## config.mk

```make
export PLATFORM = sky130hd
export DESIGN_NAME = mcf_interp
export DESIGN_NICKNAME = d
export VERILOG_FILES = /design/src/logic/mcf_pkg.sv /design/src/logic/mcf_stream_if.sv /design/src/logic/mcf_fifo.sv /design/src/logic/mcf_interp.sv
export VERILOG_INCLUDE_DIRS = /design/src /design/src/logic
export SDC_FILE = /design/constraint.sdc
export NUM_CORES = 1
export LEC_CHECK = 0
export BUFFER_PORTS_ARGS = -buffer_cell sky130_fd_sc_hd__clkbuf_2
export CAP_MARGIN = 20
export CORE_MARGIN = 5
export CORE_UTILIZATION = 35
export DETAILED_ROUTE_END_ITERATION = 8
export PLACE_DENSITY_LB_ADDON = 0.08
export SETUP_SLACK_MARGIN = 0.1
export SYNTH_ARGS = -nofsm -noshare
export SYNTH_HDL_FRONTEND = slang
export SYNTH_SLANG_ARGS = --single-unit
```

## constraint.sdc

```tcl
create_clock -name mclk -period 3.6 [get_ports mclk]
set_input_delay 1.08 -clock mclk [delete_from_list [all_inputs] [get_ports mclk]]
set_output_delay 1.08 -clock mclk [all_outputs]
set_load 0.05 [all_outputs]
```

## src/logic/mcf_cfg.svh

```systemverilog
`ifndef MCF_CFG_SVH
`define MCF_CFG_SVH
`define MCF_SERIAL_FRAME_LEN 4'd9
`define MCF_CAN_FRAME_LEN 4'd7
`define MCF_SERIAL_REPLY_LEN 4'd9
`define MCF_CAN_REPLY_LEN 4'd7
`define MCF_ST_OK 8'h64
`define MCF_ST_STORED 8'h65
`define MCF_ST_BAD_SUM 8'h01
`define MCF_ST_BAD_CMD 8'h02
`define MCF_ST_BAD_TYPE 8'h03
`define MCF_ST_BAD_VALUE 8'h04
`define MCF_ST_LOCKED 8'h05
`define MCF_ST_NOT_AVAIL 8'h06
`define MCF_FIFO_DEPTH 8
`define MCF_FIFO_WIDTH 8
`endif

```

## src/logic/mcf_pkg.sv

```systemverilog
package mcf_pkg;
	typedef enum logic [3:0] {
		MCF_IDLE = 4'b0001,
		MCF_RECV = 4'b0010,
		MCF_EXEC = 4'b0100,
		MCF_SEND = 4'b1000
	} mcf_state_t;
	typedef struct packed {
		logic [7:0] cmd;
		logic [7:0] typ;
		logic [7:0] bank;
		logic [31:0] value;
	} mcf_core_t;
endpackage

```

## src/logic/mcf_stream_if.sv

```systemverilog
`timescale 1ns/1ps
interface mcf_stream_if #(parameter int W = 8);
	logic valid;
	logic ready;
	logic [W-1:0] data;
	modport src(output valid, output data, input ready);
	modport snk(input valid, input data, output ready);
endinterface

```

## src/logic/mcf_fifo.sv

```systemverilog
`timescale 1ns/1ps
module mcf_fifo #(
	parameter int WIDTH = 8,
	parameter int DEPTH = 8
) (
	input wire logic mclk,
	input wire logic rst_n,
	mcf_stream_if.snk wr,
	mcf_stream_if.src rd
);
	localparam int AW = $clog2(DEPTH);
	logic [WIDTH-1:0] mem [DEPTH];
	logic [AW-1:0] wp_reg;
	logic [AW-1:0] rp_reg;
	logic [AW:0] cnt_reg;
	logic push;
	logic pop;
	assign wr.ready = (cnt_reg != DEPTH[AW:0]);
	assign rd.valid = (cnt_reg != '0);
	assign rd.data = mem[rp_reg];
	assign push = wr.valid && wr.ready;
	assign pop = rd.valid && rd.ready;
	always_ff @(posedge mclk) begin
		if (push) begin
			mem[wp_reg] <= wr.data;
		end
	end
	always_ff @(posedge mclk or negedge rst_n) begin
		if (!rst_n) begin
			wp_reg <= '0;
			rp_reg <= '0;
			cnt_reg <= '0;
		end else begin
			if (push) begin
				wp_reg <= (wp_reg == AW'(DEPTH - 1)) ? '0 : wp_reg + 1'b1;
			end
			if (pop) begin
				rp_reg <= (rp_reg == AW'(DEPTH - 1)) ? '0 : rp_reg + 1'b1;
			end
			if (push && !pop) begin
				cnt_reg <= cnt_reg + 1'b1;
			end else if (pop && !push) begin
				cnt_reg <= cnt_reg - 1'b1;
			end
		end
	end
endmodule

```

## src/logic/mcf_interp.sv

```systemverilog
`include "mcf_cfg.svh"
`timescale 1ns/1ps
// Notes on behaviour
// Host waits for the whole reply before sending the next command.
// Module never starts a transmission; it only answers received commands.
// Transmit enable is high only while a reply is sent.
// Command core is command, type, bank and four value bytes: seven bytes.
// Serial frames add a leading address byte and trailing checksum: nine bytes.
// Value field travels most significant byte first, both directions.
// Command checksum is the 8-bit sum of the eight preceding bytes.
// CAN frames drop address and checksum; identifier addresses, CRC checks.
// Exactly one reply leaves for every accepted command frame.
// Serial reply: reply addr, module addr, status, command, value, checksum.
// Reply checksum is the 8-bit sum of all other reply bytes.
// CAN reply drops address and checksum bytes.
// Status codes: 100 ok, 101 stored, 1 to 6 error kinds.
// Serial frames for another address are dropped without a reply.
module mcf_interp (
	input wire logic mclk,
	input wire logic rst_n,
	input wire logic can_mode,
	input wire logic [7:0] module_addr,
	input wire logic [7:0] reply_addr,
	input wire logic rx_valid,
	input wire logic [7:0] rx_data,
	output logic rx_ready,
	output logic cmd_valid,
	output mcf_pkg::mcf_core_t cmd_core,
	input wire logic cmd_done,
	input wire logic [7:0] cmd_status,
	input wire logic [31:0] cmd_result,
	output logic tx_valid,
	output logic [7:0] tx_data,
	output logic tx_last,
	input wire logic tx_ready,
	output logic tx_enable
);
	import mcf_pkg::*;

	function automatic logic [7:0] sum8(input logic [7:0] a, input logic [7:0] b);
		sum8 = a + b;
	endfunction

	// Executor codes outside the known set go out as not available
	function automatic logic [7:0] status_fix(input logic [7:0] s);
		case (s)
			`MCF_ST_OK,
			`MCF_ST_STORED,
			`MCF_ST_BAD_SUM,
			`MCF_ST_BAD_CMD,
			`MCF_ST_BAD_TYPE,
			`MCF_ST_BAD_VALUE,
			`MCF_ST_LOCKED,
			`MCF_ST_NOT_AVAIL: status_fix = s;
			default: status_fix = `MCF_ST_NOT_AVAIL;
		endcase
	endfunction

	mcf_state_t state_reg;
	logic [3:0] idx_reg;
	logic [7:0] sum_reg;
	logic [7:0] addr_reg;
	logic addr_ok_reg;
	logic can_reg;
	mcf_core_t core_reg;
	logic [7:0] status_reg;
	logic [31:0] result_reg;
	logic [3:0] tidx_reg;
	logic [7:0] tsum_reg;
	logic [3:0] rx_len;
	logic [3:0] tx_len;
	logic rx_take;
	logic [3:0] core_pos;
	logic frame_end;
	logic sum_good;
	logic [7:0] tx_byte;
	logic fifo_push;

	mcf_stream_if #(.W(`MCF_FIFO_WIDTH)) fin ();
	mcf_stream_if #(.W(`MCF_FIFO_WIDTH)) fout ();

	mcf_fifo #(.WIDTH(`MCF_FIFO_WIDTH), .DEPTH(`MCF_FIFO_DEPTH)) u_fifo (
		.mclk(mclk),
		.rst_n(rst_n),
		.wr(fin.snk),
		.rd(fout.src)
	);

	// Straps come from pins: two flip-flops, then a settle check so that a
	// multi-bit address is only taken once two samples in a row agree.
	// The price is a few cycles of latency after a strap changes.
	logic [16:0] strap_pins;
	logic [16:0] strap_meta_reg;
	logic [16:0] strap_sync_reg;
	logic [16:0] strap_seen_reg;
	logic [16:0] strap_reg;
	logic can_mode_s;
	logic [7:0] module_addr_s;
	logic [7:0] reply_addr_s;

	assign strap_pins = {can_mode, module_addr, reply_addr};
	assign can_mode_s = strap_reg[16];
	assign module_addr_s = strap_reg[15:8];
	assign reply_addr_s = strap_reg[7:0];

	always_ff @(posedge mclk or negedge rst_n) begin
		if (!rst_n) begin
			strap_meta_reg <= '0;
			strap_sync_reg <= '0;
		end else begin
			strap_meta_reg <= strap_pins;
			strap_sync_reg <= strap_meta_reg;
		end
	end

	always_ff @(posedge mclk or negedge rst_n) begin
		if (!rst_n) begin
			strap_seen_reg <= '0;
			strap_reg <= '0;
		end else begin
			strap_seen_reg <= strap_sync_reg;
			if (strap_sync_reg == strap_seen_reg) begin
				strap_reg <= strap_sync_reg;
			end
		end
	end

	// Frame length follows the link kind latched at frame start
	assign rx_len = can_reg ? `MCF_CAN_FRAME_LEN : `MCF_SERIAL_FRAME_LEN;
	assign tx_len = can_reg ? `MCF_CAN_REPLY_LEN : `MCF_SERIAL_REPLY_LEN;
	// Receive only while idle or mid-frame; a new frame waits until the reply is out
	assign rx_ready = (state_reg == MCF_IDLE) || (state_reg == MCF_RECV);
	assign rx_take = rx_valid && rx_ready;
	assign core_pos = can_reg ? idx_reg : idx_reg - 4'd1;
	assign frame_end = rx_take && (idx_reg == rx_len - 4'd1);
	assign sum_good = can_reg || (sum_reg == rx_data);

	always_ff @(posedge mclk or negedge rst_n) begin
		if (!rst_n) begin
			state_reg <= MCF_IDLE;
		end else begin
			unique case (state_reg)
				MCF_IDLE: begin
					if (rx_take) begin
						state_reg <= MCF_RECV;
					end
				end
				MCF_RECV: begin
					if (frame_end) begin
						// Foreign address: no reply at all
						if (!addr_ok_reg) begin
							state_reg <= MCF_IDLE;
						end else if (!sum_good) begin
							state_reg <= MCF_SEND;
						end else begin
							state_reg <= MCF_EXEC;
						end
					end
				end
				MCF_EXEC: begin
					if (cmd_done) begin
						state_reg <= MCF_SEND;
					end
				end
				MCF_SEND: begin
					// One reply per command, then back to listening
					// Leave only as the last byte leaves the output register
					if (tidx_reg == tx_len && !fout.valid && (!tx_valid || tx_ready)) begin
						state_reg <= MCF_IDLE;
					end
				end
			endcase
		end
	end

	// Byte position and running checksum of the incoming frame
	always_ff @(posedge mclk or negedge rst_n) begin
		if (!rst_n) begin
			idx_reg <= 4'h0;
			sum_reg <= 8'h00;
			can_reg <= 1'b0;
			addr_ok_reg <= 1'b0;
			addr_reg <= 8'h00;
		end else if (rx_take) begin
			if (state_reg == MCF_IDLE) begin
				can_reg <= can_mode_s;
				idx_reg <= 4'h1;
				sum_reg <= rx_data;
				addr_reg <= can_mode_s ? module_addr_s : rx_data;
				addr_ok_reg <= can_mode_s || (rx_data == module_addr_s);
			end else begin
				idx_reg <= frame_end ? 4'h0 : idx_reg + 4'h1;
				sum_reg <= sum8(sum_reg, rx_data);
			end
		end
	end

	// Split the core: command, type, bank, value big-endian
	always_ff @(posedge mclk or negedge rst_n) begin
		if (!rst_n) begin
			core_reg <= '0;
		end else if (rx_take) begin
			if (state_reg == MCF_IDLE && can_mode_s) begin
				core_reg.cmd <= rx_data;
			end else if (state_reg == MCF_RECV) begin
				unique case (core_pos)
					4'd0: core_reg.cmd <= rx_data;
					4'd1: core_reg.typ <= rx_data;
					4'd2: core_reg.bank <= rx_data;
					4'd3: core_reg.value[31:24] <= rx_data;
					4'd4: core_reg.value[23:16] <= rx_data;
					4'd5: core_reg.value[15:8] <= rx_data;
					4'd6: core_reg.value[7:0] <= rx_data;
					default: ;
				endcase
			end
		end
	end

	// Command hand-off and the status captured for the reply
	always_ff @(posedge mclk or negedge rst_n) begin
		if (!rst_n) begin
			cmd_valid <= 1'b0;
			status_reg <= 8'h00;
			result_reg <= 32'h0000_0000;
		end else begin
			cmd_valid <= 1'b0;
			if (state_reg == MCF_RECV && frame_end && addr_ok_reg) begin
				if (sum_good) begin
					cmd_valid <= 1'b1;
				end else begin
					status_reg <= `MCF_ST_BAD_SUM;
					result_reg <= 32'h0000_0000;
				end
			end else if (state_reg == MCF_EXEC && cmd_done) begin
				status_reg <= status_fix(cmd_status);
				result_reg <= cmd_result;
			end
		end
	end
	assign cmd_core = core_reg;

	// Reply byte order; CAN leaves out the reply address and checksum
	always_comb begin
		tx_byte = 8'h00;
		unique case (can_reg ? tidx_reg + 4'd1 : tidx_reg)
			4'd0: tx_byte = reply_addr_s;
			4'd1: tx_byte = addr_reg;
			4'd2: tx_byte = status_reg;
			4'd3: tx_byte = core_reg.cmd;
			4'd4: tx_byte = result_reg[31:24];
			4'd5: tx_byte = result_reg[23:16];
			4'd6: tx_byte = result_reg[15:8];
			4'd7: tx_byte = result_reg[7:0];
			4'd8: tx_byte = tsum_reg;
			default: tx_byte = 8'h00;
		endcase
	end

	// Reply bytes are queued only in the send state, never unprompted
	assign fifo_push = (state_reg == MCF_SEND) && (tidx_reg != tx_len);
	assign fin.valid = fifo_push;
	assign fin.data = tx_byte;

	always_ff @(posedge mclk or negedge rst_n) begin
		if (!rst_n) begin
			tidx_reg <= 4'h0;
			tsum_reg <= 8'h00;
		end else if (state_reg != MCF_SEND) begin
			tidx_reg <= 4'h0;
			tsum_reg <= 8'h00;
		end else if (fifo_push && fin.ready) begin
			tidx_reg <= tidx_reg + 4'h1;
			tsum_reg <= sum8(tsum_reg, tx_byte);
		end
	end

	// Output stage registered so data comes from flip-flops
	logic [3:0] out_cnt_reg;
	always_ff @(posedge mclk or negedge rst_n) begin
		if (!rst_n) begin
			tx_valid <= 1'b0;
			tx_data <= 8'h00;
			tx_last <= 1'b0;
			out_cnt_reg <= 4'h0;
		end else begin
			if (tx_valid && tx_ready) begin
				tx_valid <= 1'b0;
				tx_last <= 1'b0;
			end
			if ((!tx_valid || tx_ready) && fout.valid) begin
				tx_valid <= 1'b1;
				tx_data <= fout.data;
				tx_last <= (out_cnt_reg == tx_len - 4'd1);
				out_cnt_reg <= (out_cnt_reg == tx_len - 4'd1) ? 4'h0 : out_cnt_reg + 4'h1;
			end
		end
	end
	assign fout.ready = !tx_valid || tx_ready;

	// Bus driven only while a reply is in flight, else receive
	assign tx_enable = (state_reg == MCF_SEND) || tx_valid;
endmodule

```

==> summary by stage, run 1 <==
Status
The flow ran to the end, and the final reports show no timing, DRC or antenna violations.

Detailed routing
Detailed routing inserted a total of 8473 vias. The first TritonRoute pass finished after 5 iterations. The DRC violation total after the first TritonRoute iteration is 380. The total wire length is 33.1 mm.

After detailed routing, the average wire length per cell comes to 19.7 um. The average vias per placed instance is 5.04. The post-detailed-route DRC marker count is 0.

The remaining antenna violation count is 0.

Floorplan
The I/O pin count is 139. The starting density of the core is 35.6%. The number of cell rows is 69. The core outline area is 35700 um^2. The floorplan die area is 40300 um^2. From bottom edge to top edge, the die measures 201 um. The die span in x is 201 um.

Setup path
By startpoint and endpoint, the worst setup path is classified as flip-flop to flip-flop. The maximum fanout encountered on the critical timing path is 6. STA classifies the critical path startpoint as a flip-flop. The required time at the endpoint of the critical path is 4.05 ns. The worst setup path is captured at a flip-flop.

Data on the critical path arrives at its endpoint at 3.82 ns. The worst setup slack for register-to-register paths is 0.23 ns.

Timing
The worst path needs 3.37 ns of the cycle, external delays included. Setup repair after global routing left no endpoint under its margin. The number of hold violations in the final report is 0. The worst hold slack is 0.333 ns. For the pin with the worst max-slew slack, the measured transition is 0.978 ns. The setup TNS is 0 ns. The worst pin sits at a relative slew slack of 34.6%. The clock tree skew after final layout is 0.0252 ns. Of the available clock period, the critical path in the final layout requires 93.6%. Setup violations remaining at the end of the flow were counted as 0.

The number of max-slew violations in the final report is 0. The highest attainable clock frequency is 0.297 GHz.

Logic synthesis
In the post-synthesis netlist, the biggest area contributors are dfrtp_1 44%, edfxtp_1 15%, mux2_2 6.1%. In the synthesized netlist the dominant register cell turns out to be dfrtp_1. Yosys printed 0 warnings. The proportion of synthesized flip-flops having asynchronous set or reset is 78.0%. The post-synthesis average cell area is 12.7 um^2. Counting instances in the post-synthesis netlist gives the leading cell types as 226 x dfrtp_1, 108 x nand2_1, 69 x mux2_2, 64 x edfxtp_1, 50 x a21oi_1. The register bit total from synthesis is 291. The share of synthesized area in the top cell type comes to 44.4%. The part of the Yosys area used for sequential elements is 59.7%. Counting flops with a built-in enable in the synthesized netlist gives 64. The largest total area in the synthesized netlist belongs to dfrtp_1.

The count of different cell masters after synthesis is 73. The cell with the most instances after synthesis is dfrtp_1. The area of the mapped netlist is 12700 um^2. The synthesized netlist net count is 1102.

The post-synthesis cell count is 1004.

Layout
The area of all placed cells without fillers is 15600 um^2. The register with the most flip-flops in the layout has 64 of them. The final cell count without fillers is 1681.

The fraction of layout cells with a size suffix above 1 is 30.8%. For this run, the post-layout net count is 1293. The antenna diode count is 0.

The filler cells instantiated in the layout total 3412. Relative to the synthesized area, the layout overhead comes to 22.3%.

Power
Power comes to 12.8 mW. For this design the static power due to leakage is 6.90 nW. The worst IR drop on VDD is 0.804 mV. Dividing total power by cell area gives a power density of 821 nW/um^2.

Placement
The placed instance count is 1608. Once detailed placement completed, the half-perimeter wirelength came to 23.5 mm. The final weighted congestion of routability-driven global placement is 0.814. The count of input and output buffers is 138. The post-placement cell area is 14300 um^2.

Clocking
Counting every sink on the clock net gives 291. Buffers inserted during clock tree synthesis total 35. The clock-pin slew on the worst setup and hold paths is 0.06 ns.

In this run the deepest clock path goes through 3 buffers. The H-tree was split into 2 levels. In this run the clock root is driven by a clkbuf_16. The CTS tree is done. The clock reaches the later pin of the worst-skew pair after 0.53 ns.

GRT
The number of antenna violations at the first check in global routing is 1. The total overflow left after global routing is 0. Entering global routing, the biggest net connects 82 pins.

The global-route usage over all layers is 16.2%. The number of global-route vias before repair is 8693. The wire length of the first global-routing pass is 51.7 mm.

Run
The max-cap check violation count is 0.

Min path
The classification of the worst-slack hold path is flip-flop to flip-flop.
[path summary, 6_finish.rpt]
kind	startpoint	to	cells after the start
setup / recovery	tidx_reg[1]	tsum_reg[7]	15
hold / removal	strap_meta_reg[11]	strap_sync_reg[11]	0
setup reg to reg	tidx_reg[1]	tsum_reg[7]	15
hold reg to reg	strap_meta_reg[11]	strap_sync_reg[11]	0
max in group asynchronous	rst_n	cmd_core[47]	2
min in group asynchronous	rst_n	result_reg[17]	1
[stage by stage]
step / worst slack [ns] / utilization [%]
3_3_place_gp: 0.157 / 40.0
4_1_cts: 0.118 / 43.0
2_1_floorplan: 0.103 / -
6_report: 0.231 / 43.5
5_1_grt: 0.0844 / 43.5
3_5_place_dp: 0.0749 / 40.0
[power by group]
part	internal [mW]	switching, mW	total, mW
Clock	1.91	1.37	3.29
Combinational	1.66	2.97	4.63
Sequential	4.16	0.695	4.86
Total	7.73	5.04	12.8
[metal layers]
layer / up-vias / GRT usage, % / wire length, um / share of wire, %
met4: 0 / 3.47 / 548 / 1.7
met5: - / 0 / 0 / 0
met2: 139 / 27.2 / 16400 / 49
li1: 4024 / - / - / -
met1: 4271 / 21.7 / 14800 / 45
met3: 39 / 3.62 / 1420 / 4.3
[worst max-delay path: stages, from the launching register on]
cell and delay, ns:
dfrtp_1 0.41, ha_4 0.26, mux2i_4 0.26, buf_6 0.16, buf_6 0.12, mux2i_1 0.21, o21ai_1 0.11, a222oi_1 0.36
nand2_1 0.18, ha_4 0.33, a211oi_4 0.07, o21ai_2 0.17, a21oi_1 0.08, o21a_1 0.12, or3_1 0.30, a21oi_1 0.14
[placed cells by master (no fill, tap or decap), types with 7 or more instances in the layout]
master and n:
clkinv_2 8, clkbuf_1 12, nor4_1 7, inv_1 21
a21oi_1 49, nand3_1 15, edfxtp_1 64, xor2_1 29
a22o_1 34, xnor2_1 15, clkbuf_2 137, a22oi_1 10
dfrtp_1 225, nor2b_1 7, nand2b_1 11, mux2_2 69
clkbuf_16 35, nor3_1 24, mux4_2 20, a21o_1 11
mux2i_1 32, buf_4 56, ha_1 22, nand2_1 107
nor2_1 46, o21ai_0 36
[cell families after synthesis]
family	after synthesis	synth area share [%]
adder cells (fa/ha/maj)	28	2.93
AO/OA/AOI/OAI	191	10.1
multiplexers	122	12.3
AND/OR/NAND/NOR	255	9.42
flip-flops	291	59.7
buffers and inverters	72	2.41
XOR/XNOR	45	3.16
[final cells by class]
class / count / area, um^2 / share of cell area [%]
clock buffer: 48 / 935 / 6.01
clock inverter: 14 / 135 / 0.868
inverter: 23 / 86.3 / 0.555
multi-input combinational: 641 / 4960 / 31.9
sequential: 291 / 7600 / 48.9
tap: 461 / 577 / 3.71
timing repair buffer: 203 / 1270 / 8.14
[timing repair]
action,in CTS,in global routing
hold buffers,0,0
pin swaps,2,20
endpoints found under the setup margin,2,5
buffers inserted,2,9
resized for setup,1,26
endpoints found under the hold margin,0,0
Note: power is estimated with default switching activity, not from simulation.
==> run 2: changes to the inputs <==
--- a/config.mk
+++ b/config.mk
@@ -10,5 +10,5 @@
 export CAP_MARGIN = 20
 export CORE_MARGIN = 5
-export CORE_UTILIZATION = 35
+export CORE_UTILIZATION = 53
 export DETAILED_ROUTE_END_ITERATION = 8
 export PLACE_DENSITY_LB_ADDON = 0.08
==> constraint.sdc (replaced) <==
create_clock -name mclk -period 3.6 [get_ports mclk]
set_input_delay 0 -clock mclk [delete_from_list [all_inputs] [get_ports mclk]]
set_output_delay 0 -clock mclk [all_outputs]
set_load 0.05 [all_outputs]
==> run 2 against run 1 <==
Net effect:
- core utilization is 24 points higher
- sequential share of layout area decreased by 0.80 points
- maximum frequency increased by 1.7%
- register-to-register slack better by 0.06 ns
- sequential cell count is the same
- clock-buffer cell count decreased by 13
- non-clock buffer count rose by 62
- power decreased by 2.8%
- setup slack better by 0.055 ns
- combinational power hardly changed
- global-route usage increased by 6.4 points
- clock power down 8.5%
==> summary by stage, run 2 (synthesis results as in run 1) <==
Status
The run finished with clean final reports.

Setup path
The arrival time of the worst setup path is 3.78 ns (-0.04 ns). STA classifies the critical path startpoint as a flip-flop. The critical path goes through ha_2 -> mux2i_4 -> buf_12 -> buf_4 -> mux2i_1 -> o21ai_0 -> a222oi_1 -> nand2_1 -> ha_4 -> a211oi_4 -> o21ai_2 -> nand3_1 -> nor3_1 -> or3_1 -> a21oi_1. The maximum fanout encountered on the critical timing path was 12 (+6).

STA classifies the critical path endpoint as a flip-flop. The number of buffer and inverter instances along the worst setup path is 2 (unchanged). The master of the slowest instance on the critical path is dfrtp_1. The kind of cell adding the most delay to the critical path is compound AO/OA/AOI/OAI gates. The required time at the endpoint of the critical path is 4.06 ns (about the same). The category of the critical setup timing path is flip-flop to flip-flop. The stage delay of the slowest cell on the critical path is 0.38 ns (-0.03 ns).

Clocking
The level count of the clock H-tree is 1 (-1). The cell at the root of the clock tree is clkbuf_16. The number of sinks driven by the clock tree is 291 (unchanged). The worst-case clock buffer depth is 3 (unchanged). The clock insertion delay at the later pin of the skew report is 0.55 ns (+0.02 ns).

The CTS tree is done. The clock-pin slew on the worst setup and hold paths is 0.06 ns (about the same). The CTS buffer count came to 30 (-14%).

Floorplan
The I/O pin count is 139 (unchanged). The chip height was 165 um (-18%). The core outline area is 23500 um^2 (-34%). The floorplan die area is 27200 um^2 (-32%). The die span in x came to 165 um (-18%). The number of cell rows is 56 (-19%). The starting density of the core was 54.1% (+18 points).

Layout
The net count reported at finish is 1350 (+4.4%). The flip-flop count of the largest register, all copies and words added is 64 (unchanged). In the layout the commonest cells are 225 x dfrtp_1, 137 x clkbuf_2, 107 x nand2_1. The area growth from synthesis to final layout is 24.3%. The fraction of layout cells with a size suffix above 1 was 27.7% (-3.1 points).

The final cell count without fillers is 1589 (-5.5%). The antenna diode count is 0 (unchanged). The library cell used most frequently in the layout, excluding fill and tap cells, is dfrtp_1. The area of all placed cells without fillers is 15800 um^2 (+1.7%).

The number of inserted filler cells in the final layout is 1775 (-48%).

Detailed routing
The remaining antenna violation count is 0 (unchanged). The DRC violation total after the first TritonRoute iteration is 661 (+74%). The average wire length per cell after detail routing is 18.7 um (-5.1%). The via count was 8740 (+3.2%). The total wire length is 29.7 mm (-10%).

The post-detailed-route DRC marker count was 0 (unchanged). The average vias per placed instance is 5.50 (+9.1%). The length of the first detailed-routing pass in iterations is 5 (unchanged).

GRT
The overall overflow remaining after global route is 0 (unchanged). The wire length of the first global-routing pass is 48.1 mm (-6.9%). The number of antenna violations at the first check in global routing is 0 (-1).

The number of global-route vias before repair is 8830 (+1.6%). The maximum number of pins on one net before global-route repair was 120 (+46%). The global-route usage over all layers came to 22.6% (+6.4 points).

Timing
The transition time of the tightest slew-check pin is 0.958 ns (-0.0201 ns). The shortest clock period the worst path allows after layout is 3.31 ns (-0.0555 ns). The clock tree skew after final layout is 0.0189 ns (-0.00631 ns). The setup TNS is 0 ns (unchanged). The number of hold violations in the final report is 0 (unchanged). The ratio of final minimum period to clock period is 92.0% (-1.5 points). The headroom to the max-slew limit is 36.2% (+1.6 points). The number of endpoints failing setup at the final stage was 0 (unchanged). The number of max-slew violations in the final report is 0 (unchanged).

Setup repair after global routing left no endpoint under its margin. The highest attainable clock frequency is 0.302 GHz (+1.7%).

Power
The leakage power was 7.05 nW (+2.2%). The power density over the cells came to 785 nW/um^2 (-4.4%). The worst IR drop on VDD is 0.611 mV (-24%). The overall power consumption was 12.4 mW (-2.8%).

Run
The max-cap check violation count was 0 (unchanged).

Placement
The final weighted congestion of routability-driven global placement was 0.889 (+9.2%). The post-detailed-placement half-perimeter wirelength came to 19.8 mm (-16%). The count of input and output buffers is 138 (unchanged). The placed instance count is 1455 (-9.5%). The post-placement cell area is 14000 um^2 (-2.2%).

Min path
The classification of the worst-slack hold path is primary input to flip-flop.
==> run 2: cell types whose count changed in the layout (fill, tap and decap cells not counted), sizes merged, moves of 3 or more <==
| cell | before | now |
|---|---|---|
| buf | 66 | 56 |
| clkbuf | 185 | 172 |
| clkinvlp | 0 | 3 |
| dlygate4sd3 | 0 | 72 |
==> run 2: worst paths after layout <==
check / from / end / slack (ns) / depth (start not counted)
max: tidx_reg[0] / tsum_reg[7] / 0.29 / 15
min: reply_addr[4] / strap_meta_reg[4] / 0.09 / 2
max reg2reg: tidx_reg[0] / tsum_reg[7] / 0.29 / 15
min reg2reg: strap_meta_reg[0] / strap_sync_reg[0] / 0.35 / 0
max in group asynchronous: rst_n / strap_meta_reg[15] / 2.43 / 3
min in group asynchronous: rst_n / result_reg[23] / 0.10 / 2
==> run 2: repair_timing <==
item,in CTS,in global routing
resized for setup,1,15
hold buffers,72,0
buffers inserted,0,12
setup endpoints to repair,1,6
pin swaps,0,10
hold endpoints to repair,227,0
==> run 2: cell type report <==
cell class                 count  area (um^2)  share of cell area (%)
sequential                   291         7600                    48.1
clock buffer                  35          790                    4.99
timing repair buffer         265         1860                    11.8
clock inverter                15          168                    1.06
multi-input combinational    641         4910                    31.0
tap                          319          399                    2.52
inverter                      23         86.3                   0.546
==> run 2: report_power, final <==
| group | switching (mW) | internal, mW | leakage, nW |
|---|---|---|---|
| clock network | 1.24 | 1.77 | 0.459 |
| logic | 2.95 | 1.67 | 3.13 |
| registers | 0.635 | 4.16 | 3.46 |
| total | 4.82 | 7.60 | 7.05 |
==> run 2: metrics by stage <==
| stage | hold WS [ns] | utilization [%] | worst slack (ns) |
|---|---|---|---|
| after floorplan | -0.296 | - | 0.103 |
| after global placement | 0.108 | 59.3 | 0.209 |
| after detailed placement | 0.110 | 59.3 | 0.130 |
| after CTS | 0.0665 | 66.5 | 0.111 |
| after global routing | 0.0919 | 67.2 | 0.0754 |
| final | 0.0891 | 67.2 | 0.286 |
==> run 2: metal layers <==
metal  global-route usage (%)  part of all wire, %
met1                     31.7                   42
met2                     36.9                   49
met3                     3.69                  5.6
met4                     6.47                  3.1
met5                        0                    0
==> run 2: worst register-to-register path, stage by stage, from the launching register on <==
cell and delay [ns]:
dfrtp_1 0.38, ha_2 0.31, mux2i_4 0.20, buf_12 0.16, buf_4 0.16, mux2i_1 0.19
o21ai_0 0.14, a222oi_1 0.29, nand2_1 0.17, ha_4 0.27, a211oi_4 0.26, o21ai_2 0.10
nand3_1 0.09, nor3_1 0.05, or3_1 0.34, a21oi_1 0.12
